==> config.mk <==
export PLATFORM = sky130hd
export DESIGN_NAME = acs_device_flat
export DESIGN_NICKNAME = d
export VERILOG_FILES = /design/src/inc/acs_pkg.sv /design/src/inc/acs_if.sv /design/src/hdl/acs_device.sv /design/src/flat_wrapper.sv
export SDC_FILE = /design/constraint.sdc
export NUM_CORES = 2
export LEC_CHECK = 0
export BUFFER_PORTS_ARGS = -buffer_cell sky130_fd_sc_hd__buf_2
export CAP_MARGIN = 0
export CORE_MARGIN = 2
export CORE_UTILIZATION = 44
export DETAILED_ROUTE_END_ITERATION = 10
export PLACE_DENSITY = 0.55
export SETUP_SLACK_MARGIN = 0.1
export SLEW_MARGIN = 20
export SYNTH_ARGS = -nofsm -noshare
export SYNTH_HDL_FRONTEND = slang
export SYNTH_SLANG_ARGS = --single-unit
==> constraint.sdc <==
create_clock -name ref_clk -period 22.2 [get_ports ref_clk]
set_input_delay 4.44 -clock ref_clk [delete_from_list [all_inputs] [get_ports ref_clk]]
set_output_delay 4.44 -clock ref_clk [all_outputs]
set_load 0.01 [all_outputs]
==> src/inc/acs_pkg.sv <==
// Purpose: Shared constants and types for the calibration sequencer and its host.
// Assumes: One 20 MHz clock, synchronous active-high reset.
// Notes: Output-word periods arrive as a one-cycle enable from a divider.
package acs_pkg;
  // ****************************************
  // Mode codes and counts
  // ****************************************
  localparam logic [2:0] ACS_MODE_IDLE = 3'h0;
  localparam logic [2:0] ACS_MODE_CONT = 3'h1;
  localparam logic [2:0] ACS_MODE_IZS = 3'h4;
  localparam logic [2:0] ACS_MODE_IFS = 3'h5;
  localparam logic [2:0] ACS_MODE_SZS = 3'h6;
  localparam logic [2:0] ACS_MODE_SFS = 3'h7;
  localparam logic [5:0] ACS_ZS_CHOP = 6'h16;
  localparam logic [5:0] ACS_ZS_NOCHOP = 6'h18;
  localparam logic [5:0] ACS_IFS_CHOP = 6'h2c;
  localparam logic [5:0] ACS_IFS_NOCHOP = 6'h30;
  localparam int ACS_DW = 24;
  localparam int ACS_CHW = 2;
  localparam logic [ACS_DW-1:0] ACS_OFS_RESET = 24'h800000;
  localparam logic [ACS_DW-1:0] ACS_GAIN_RESET = 24'h400000;
  localparam int ACS_CLK_HZ = 20000000;
  // Host register offsets.
  localparam logic [3:0] ACS_REG_CTRL = 4'h0;
  localparam logic [3:0] ACS_REG_STAT = 4'h1;
  localparam logic [3:0] ACS_REG_IRQ = 4'h2;
  localparam logic [3:0] ACS_REG_MASK = 4'h3;
  localparam logic [3:0] ACS_REG_DATA = 4'h4;
  // Control field positions.
  localparam int ACS_CTRL_MODE_LO = 0;
  localparam int ACS_CTRL_CHOP = 3;
  localparam int ACS_CTRL_CH_LO = 4;
  localparam int ACS_CTRL_START = 8;
  localparam int ACS_CTRL_STEP = 9;
  localparam int ACS_CTRL_SKIP = 10;
  localparam logic [2:0] ACS_MASK_RESET = 3'h0;
  typedef enum logic [1:0] {ACS_ST_IDLE, ACS_ST_CAL, ACS_ST_CONV} acs_state_e;
endpackage : acs_pkg

==> src/inc/acs_if.sv <==
// Purpose: Link between the calibrating converter end and its host end.
// Assumes: Both ends on ref_clk.
// Notes: The ready line is active low; start is a one-cycle pulse.
interface acs_if import acs_pkg::*; ();
  logic start;
  logic [2:0] operating_mode_code;
  logic chopping_enable;
  logic [ACS_CHW-1:0] channel;
  logic step_enable;
  logic fir_skip;
  logic ready_n;
  logic ready_bit;
  logic [2:0] mode_status;
  logic [ACS_DW-1:0] data;
  modport dev (input start, operating_mode_code, chopping_enable, channel, step_enable, fir_skip,
    output ready_n, ready_bit, mode_status, data);
  modport host (output start, operating_mode_code, chopping_enable, channel, step_enable, fir_skip,
    input ready_n, ready_bit, mode_status, data);
endinterface : acs_if

==> src/hdl/acs_device.sv <==
// Purpose: Calibration sequencer of the converter; runs the four routines and corrects results.
// Assumes: word_tick marks each output-word period; filter_out is valid on that tick.
// Notes: Calibration writes the measured filter word into offset or gain of the channel.
module acs_device
  import acs_pkg::*;
#(
  parameter int NCH = 3
) (
  // Clock and reset.
  input wire logic ref_clk,
  input wire logic sys_rst,
  // Filter side.
  input wire logic word_tick,
  input wire logic [acs_pkg::ACS_DW-1:0] filter_out,
  output logic filter_step_eff,
  output logic filter_skip_eff,
  // Link.
  acs_if.dev lnk
);
  import acs_pkg::*;

  acs_state_e state;
  logic [2:0] mode;
  logic [5:0] cnt;
  logic [5:0] target;
  logic [ACS_DW-1:0] ofs [NCH];
  logic [ACS_DW-1:0] gain [NCH];
  logic [ACS_DW-1:0] corr;
  logic [2*ACS_DW-1:0] prod;
  logic [ACS_DW-1:0] data_q;
  logic cal_done;

  // Required count by type and chopping.
  always_comb begin
    case (mode)
      ACS_MODE_IFS: target = lnk.chopping_enable ? ACS_IFS_CHOP : ACS_IFS_NOCHOP;
      default: target = lnk.chopping_enable ? ACS_ZS_CHOP : ACS_ZS_NOCHOP;
    endcase
  end

  assign cal_done = (state == ACS_ST_CAL) && word_tick && (cnt + 6'h1 == target);

  // Sequencer; mode returns to idle in the same cycle ready falls.
  always_ff @(posedge ref_clk) begin
    if (sys_rst) begin
      state <= ACS_ST_IDLE;
      mode <= ACS_MODE_IDLE;
      cnt <= 6'h0;
    end else if (lnk.start) begin
      mode <= lnk.operating_mode_code;
      cnt <= 6'h0;
      if (lnk.operating_mode_code[2]) begin
        state <= ACS_ST_CAL;
      end else if (lnk.operating_mode_code == ACS_MODE_IDLE) begin
        state <= ACS_ST_IDLE;
      end else begin
        state <= ACS_ST_CONV;
      end
    end else if (cal_done) begin
      state <= ACS_ST_IDLE;
      mode <= ACS_MODE_IDLE;
    end else if (state == ACS_ST_CAL && word_tick) begin
      cnt <= cnt + 6'h1;
    end
  end

  // Coefficient storage; written only at the end of a routine.
  always_ff @(posedge ref_clk) begin
    if (sys_rst) begin
      for (int i = 0; i < NCH; i++) begin
        ofs[i] <= ACS_OFS_RESET;
        gain[i] <= ACS_GAIN_RESET;
      end
    end else if (cal_done && int'(lnk.channel) < NCH) begin
      if (mode[0] == 1'b0) begin
        ofs[lnk.channel] <= filter_out;
      end else begin
        gain[lnk.channel] <= filter_out;
      end
    end
  end

  // Offset subtract then gain scale; gain is unity at 24'h400000.
  always_comb begin
    corr = 24'h0;
    prod = 48'h0;
    if (int'(lnk.channel) < NCH) begin
      corr = filter_out - ofs[lnk.channel];
      prod = corr * gain[lnk.channel];
    end
  end

  always_ff @(posedge ref_clk) begin
    if (sys_rst) begin
      data_q <= 24'h0;
    end else if (state == ACS_ST_CONV && word_tick) begin
      data_q <= prod[2*ACS_DW-3:ACS_DW-2];
    end
  end

  // Filter controls are overridden while calibrating, so the full path is used.
  assign filter_step_eff = (state == ACS_ST_CAL) ? 1'b0 : lnk.step_enable;
  assign filter_skip_eff = (state == ACS_ST_CAL) ? 1'b0 : lnk.fir_skip;
  assign lnk.ready_n = (state == ACS_ST_CAL);
  assign lnk.ready_bit = (state == ACS_ST_CAL);
  assign lnk.mode_status = mode;
  assign lnk.data = data_q;
endmodule : acs_device

==> src/flat_wrapper.sv <==
// flat-port wrapper written by rule: the top's interface ports become plain ports
module acs_device_flat import acs_pkg::*;
#(
  parameter int NCH = 3
)
  (ref_clk, sys_rst, word_tick, filter_out, filter_step_eff, filter_skip_eff, lnk_start, lnk_operating_mode_code, lnk_chopping_enable, lnk_channel, lnk_step_enable, lnk_fir_skip, lnk_ready_n, lnk_ready_bit, lnk_mode_status, lnk_data);
  acs_if lnk_i ();
  input wire logic ref_clk;
  input wire logic sys_rst;
  input wire logic word_tick;
  input wire logic [acs_pkg::ACS_DW-1:0] filter_out;
  output logic filter_step_eff;
  output logic filter_skip_eff;
  input wire logic [$bits(lnk_i.start)-1:0] lnk_start;
  input wire logic [$bits(lnk_i.operating_mode_code)-1:0] lnk_operating_mode_code;
  input wire logic [$bits(lnk_i.chopping_enable)-1:0] lnk_chopping_enable;
  input wire logic [$bits(lnk_i.channel)-1:0] lnk_channel;
  input wire logic [$bits(lnk_i.step_enable)-1:0] lnk_step_enable;
  input wire logic [$bits(lnk_i.fir_skip)-1:0] lnk_fir_skip;
  output wire logic [$bits(lnk_i.ready_n)-1:0] lnk_ready_n;
  output wire logic [$bits(lnk_i.ready_bit)-1:0] lnk_ready_bit;
  output wire logic [$bits(lnk_i.mode_status)-1:0] lnk_mode_status;
  output wire logic [$bits(lnk_i.data)-1:0] lnk_data;
  assign lnk_i.start = lnk_start;
  assign lnk_i.operating_mode_code = lnk_operating_mode_code;
  assign lnk_i.chopping_enable = lnk_chopping_enable;
  assign lnk_i.channel = lnk_channel;
  assign lnk_i.step_enable = lnk_step_enable;
  assign lnk_i.fir_skip = lnk_fir_skip;
  assign lnk_ready_n = lnk_i.ready_n;
  assign lnk_ready_bit = lnk_i.ready_bit;
  assign lnk_mode_status = lnk_i.mode_status;
  assign lnk_data = lnk_i.data;
  acs_device #(.NCH(NCH)) u_core (.ref_clk(ref_clk), .sys_rst(sys_rst), .word_tick(word_tick), .filter_out(filter_out), .filter_step_eff(filter_step_eff), .filter_skip_eff(filter_skip_eff), .lnk(lnk_i));
endmodule
Word level (Yosys, flattened, before mapping)
Memories as Yosys holds them, arrays and structs flattened.
Cells that the tools add are included.
Widths: inputs -> output; s select.
{ "word_totals": {"reg_bits": 35, "ram_bits": 144, "n_memories": 2, "output_inout_bits": 31} }
{ "classes": {"muxes": 28, "eq_ne": 4, "mul": 1, "magnitude_cmp": 1, "reduce_logical": 10, "n_addsub": 2, "bitwise": 1} }
{ "mem_list": {"columns": ["name", "depth", "width", "read_ports", "rd_clocked_by_memory_dff", "write_ports", "line", "rtl"], "rows": [
  ["u_core.gain", 3, 24, 1, 0, 3, "acs_device.sv:27", "logic [ACS_DW-1:0] gain [NCH];"],
  ["u_core.ofs", 3, 24, 1, 0, 3, "acs_device.sv:26", "logic [ACS_DW-1:0] ofs [NCH];"]
]} }
{ "op_table": {"columns": ["cell", "n"], "rows": [
  ["$mux 24", 2],
  ["$reduce_or 24->1", 2],
  ["$mul 24x24->46", 1],
  ["$mux 46", 1],
  ["$sub 24x24->24", 1],
  ["$mux 1", 14],
  ["$mux 2", 6],
  ["$add 6x1->6 const B", 1],
  ["$eq 6x6->1", 1],
  ["$mux 3", 2],
  ["$mux 6", 1],
  ["$mux 5", 1],
  ["$logic_and 1x1->1", 4],
  ["$mux 4", 1],
  ["$eq 3x3->1 const B", 1],
  ["$logic_not 3->1", 1],
  ["$eq 2x1->1 const B", 1],
  ["$eq 2x2->1 const B", 1],
  ["$lt 2x2->1 const B", 1],
  ["$reduce_and 2->1", 1],
  ["$reduce_bool 2->1", 1],
  ["$reduce_or 2->1", 1],
  ["$not 1->1", 1]
]} }

Longest topological paths before layout
{ "depth": {"word_depth": 10, "depth_mapped": 42, "ltp_nobuf": 36} }

Least setup slack after synthesis
Ideal clock, no wire load.
{ "synth_path": {"kind": "input port to flip-flop", "start": "in lnk_channel[0]", "end": "reg u_core.data_q[17] (netlist: u_core.lnk.data[17])", "arrival_ns": 14.891, "stages": 39, "required_ns": 22.083, "slack_ns": 7.192, "cell_sequence": "buf_6 -> buf_2 -> buf_1 -> clkbuf_1 -> buf_1 -> mux4_2 -> inv_1 -> ha_1 -> a2111o_1 -> o211ai_1 -> a31oi_2 -> a21o_1 -> a21o_1 -> a21o_1 -> a21o_1 -> xnor2_1 -> buf_2 -> nor2_1 -> (+3 left out) -> inv_1 -> fa_1 -> fa_1 -> fa_1 -> fa_1 -> inv_1 -> fa_1 -> inv_1 -> ha_1 -> a21o_1 -> a21o_1 -> a21oi_1 -> nor3b_1 -> a21oi_1 -> o31ai_1 -> a21oi_1 -> or3_1 -> a32o_1"} }
{ "synth_via": {"elab_chain_len": 4, "elab_cells_between_ends": 6, "cone_classes": "add/sub: 1; mul: 1; order compare: 1; mux: 1; memory: 2"} }
{ "synth_lines": {"columns": ["element", "line", "rtl"], "rows": [
  ["start: declaration", "flat_wrapper.sv:17", "input wire logic [$bits(lnk_i.channel)-1:0] lnk_channel;"],
  ["$mem_v2 3x24", null, null],
  ["$sub 24x24->24", "acs_device.sv:88", "corr = filter_out - ofs[lnk.channel];"],
  ["$mul 24x24->46", "acs_device.sv:89", "prod = corr * gain[lnk.channel];"],
  ["$mux 46 (*)", "acs_device.sv:87", "if (int'(lnk.channel) < NCH) begin"],
  ["end signal: assignment", "acs_device.sv:97", "data_q <= prod[2*ACS_DW-3:ACS_DW-2];"],
  ["end: declaration", "acs_device.sv:30", "logic [ACS_DW-1:0] data_q;"]
]} }
Every way passes the cells marked *; elsewhere a longest branch is shown, timed or not.
A chain may end at the register's enable or synchronous reset.

Worst setup path after layout
Same ends and word-level chain as after synthesis.

==> summary.md <==
| Metric | Value |
|---|---|
| Outcome | `finished clean` |
| Setup bufs post-CTS | `0` |
| Row cnt | `93` |
| Cell mode on critical path | `fa_1` |
| I/O pins | `67` |
| Number of global-route vias before repair | `around 22000` |
| RSZ-0062 raised after global routing | `false` |
| Count of input and output buffers | `66` |
| Worst setup margin | `around 7 ns` |
| Fill count | `about 6000` |
| Drt initial violations | `1309` |
| Adder-cell share of the synthesized area | `42.04%` |
| Vias | `slightly above 20000` |
| Final setup skew | `0.01030 ns` |
| Remaining antenna violation count | `0` |
| Syn Area/Cell | `between 9 and 10 um^2` |
| Slowest-stage cell, CP | `xor2_1` |
| Post-synthesis instance total | `~2900` |
| 1st-pass router iterations | `5` |
| Most frequent cells in the layout | `inv_1 (572), fa_1 (481), nor2_1 (378), nand2_1 (246), edfxtp_1 (192)` |
| Hold Buf Count CTS | `0` |
| Layout area overhead | `9.209%` |
| Chip height | `about 260 um` |
| Vias/cell | `between 5 and 6` |
| Clock-pin transition on the worst setup and hold timing paths | `around 0.060 ns` |
| Global-route wire length before repair | `roughly 130000 um` |
| Seq cells post-synth | `between 200 and 250` |
| Req. time, crit path | `about 23 ns` |
| Clk buf depth | `3` |
| Synth async-reset ratio | `0%` |
| Syn. warnings | `0` |
| CTS Buf Count | `25` |
| Setup_tns | `0 ns` |
| Initial antenna violation count | `1` |
| Wirelength, routed | `approximately 83000 um` |
| Max-cap violations | `0` |
| Final worst path period share | `roughly 70%` |
| Post-cts resize count | `0` |
| Crit end category | `register` |
| Post-Synthesis Cell Area | `28380 um^2` |
| Post-synthesis sequential area ratio | `between 20 and 25%` |
| Slowest stage delay, CP | `about 0.75 ns` |
| Fmax | `0.06621 GHz` |
| XOR/XNOR Fraction of Synth Area | `2.376%` |
| Post-synthesis compound-gate area fraction | `5.118%` |
| Final min period | `15.10 ns` |
| Post-synth EDFFs | `192` |
| Pin count of the biggest net entering global routing | `54` |
| Finished Core Util | `about half` |
| Worst skew pair latency | `between 0.5 and 0.6 ns` |
| DP HPWL | `61600 um` |
| Crit-path max FO | `41` |
| Total track usage | `a little over a quarter` |
| Worst Hold Class | `reg2reg` |
| Post-synthesis mux area share | `roughly 3.9%` |
| Die area | `approximately 67000 um^2` |
| RePlAce Congestion | `around 0.92` |
| Largest family of logic cells by synthesized area | `adder cells` |
| Overflow after GRT | `0` |
| H-Tree Depth | `1` |
| Max transition margin | `26.68%` |
| Final net count | `3633` |
| Worst Tran Pin Value | `~1.1 ns` |
| Cell accounting for the most synthesized area | `fa_1` |
| Setup violators final | `0` |
| Crit Path Category | `in2reg` |
| TritonCTS Sinks | `roughly 230` |
| Main synth FF type | `edfxtp_1` |
| Placement-stage worst setup slack | `~6.6 ns` |
| Residual DRC count | `0` |
| Netlist cell types | `67` |
| Layout cells sized above 1 | `9.183%` |
| Number of hold violations in the final report | `0` |
| DR WL/cell | `~22 um` |
| Simple-gate share of the synthesized area | `between 10% and 20%` |
| Synth top area share | `approximately a third` |
| Top cells by area, synth | `fa_1 (34%), edfxtp_1 (20%), ha_1 (8.1%)` |
| Starting Density | `between 40 and 50%` |
| Root Buffer | `clkbuf_16` |
| Most common cell after layout, fill and taps aside | `inv_1` |
| CP arrival | `between 15 and 20 ns` |
| CTS tree | `done` |
| Final Max Tran Viols | `0` |
| Die width | `between 200 and 300 um` |
| Crit path launch type | `input pin` |
| Core Area | `~64000 um^2` |
[layer usage]
| metal | wire length [um] | part of all wire [%] | vias to the layer above | track usage, % |
|---|---|---|---|---|
| met4 | 3200 | 3.8 | 0 | 9.040 |
| met3 | 4999 | 6.0 | 149 | 3.298 |
| met5 | 0 | 0 | - | 0 |
| met2 | 40150 | 48 | 646 | 44.18 |
| met1 | 34950 | 42 | 10550 | 34.44 |
| li1 | - | - | 8936 | - |
[logic make-up (layout without fill, tap and decap cells)]
group / count (synthesis) / in the layout
AO/OA/AOI/OAI: 215 / 215
XOR/XNOR: 77 / 77
adder cells (fa/ha/maj): 665 / 665
buffers and inverters: 701 / 742
flip-flops: 226 / 226
multiplexers: 73 / 73
other: 1 / 50
AND/OR/NAND/NOR: 905 / 905
[sequential cells by signal, summed over array words and instances (netlist names)]
register and cells:
u_core.lnk.mode_status 2, u_core.gain 96, u_core.cnt 6, u_core.state 2, u_core.ofs 96, u_core.lnk.data 24
[Yosys cell counts, types with 10 or more instances]
| master | n |
|---|---|
| a22oi_1 | 10 |
| mux2i_1 | 23 |
| a21o_1 | 33 |
| or2_2 | 18 |
| dfxtp_1 | 34 |
| mux4_2 | 29 |
| inv_1 | 572 |
| a21oi_1 | 41 |
| and3_1 | 32 |
| o21ai_0 | 39 |
| nor2_1 | 378 |
| xnor2_1 | 40 |
| ha_1 | 184 |
| nor2b_1 | 12 |
| nand3_1 | 12 |
| o21a_1 | 19 |
| o21ai_1 | 13 |
| mux2_2 | 21 |
| nor3_1 | 12 |
| and2_1 | 122 |
| nand2b_1 | 48 |
| nand2_1 | 246 |
| xor2_1 | 37 |
| edfxtp_1 | 192 |
| fa_1 | 481 |
| clkbuf_1 | 114 |
[path summary, 6_finish.rpt]
path / start / end / slack, ns / depth (start not counted)
max: lnk_channel[0] / u_core.lnk.data[17] / 7.10 / 34
min: u_core.lnk.data[21] / u_core.lnk.data[21] / 0.46 / 2
max reg2reg: u_core.ofs[2][4] / u_core.lnk.data[17] / 11.52 / 32
min reg2reg: u_core.lnk.data[21] / u_core.lnk.data[21] / 0.46 / 2
[metrics by stage]
step	hold slack (ns)	std cells	area (um^2)
floorplan	0.4792	2910	28560
global placement	0.4357	3760	30070
detailed placement	0.4416	3760	30090
CTS	0.4597	3806	30990
global route	0.4877	3807	30990
finish	0.4554	3808	30990
[final cells by class]
class / count / area, um^2 / share of cell area, %
Tap cell: 855 / 1070 / 3.451
Sequential cell: 226 / 6446 / 20.80
Multi-Input combinational cell: 1983 / 19660 / 63.41
Inverter: 572 / 2147 / 6.927
Antenna cell: 2 / 5.005 / 0.01615
Clock buffer: 26 / 629.4 / 2.031
Timing Repair Buffer: 124 / 770.7 / 2.487
Clock inverter: 20 / 271.5 / 0.8760
[worst max-delay path: cells and delay by family]
kind / cells / cell delay [ns]
simple gates: 4 / 1.00
mux: 1 / 0.59
buf+inv: 6 / 1.46
xor+xnor: 1 / 0.75
compound gates: 13 / 3.18
fa+ha+maj: 9 / 4.09
Power is left out: the tool's default activity adds up to more than one toggle a clock period on the data nets, which glitch-free logic cannot reach.
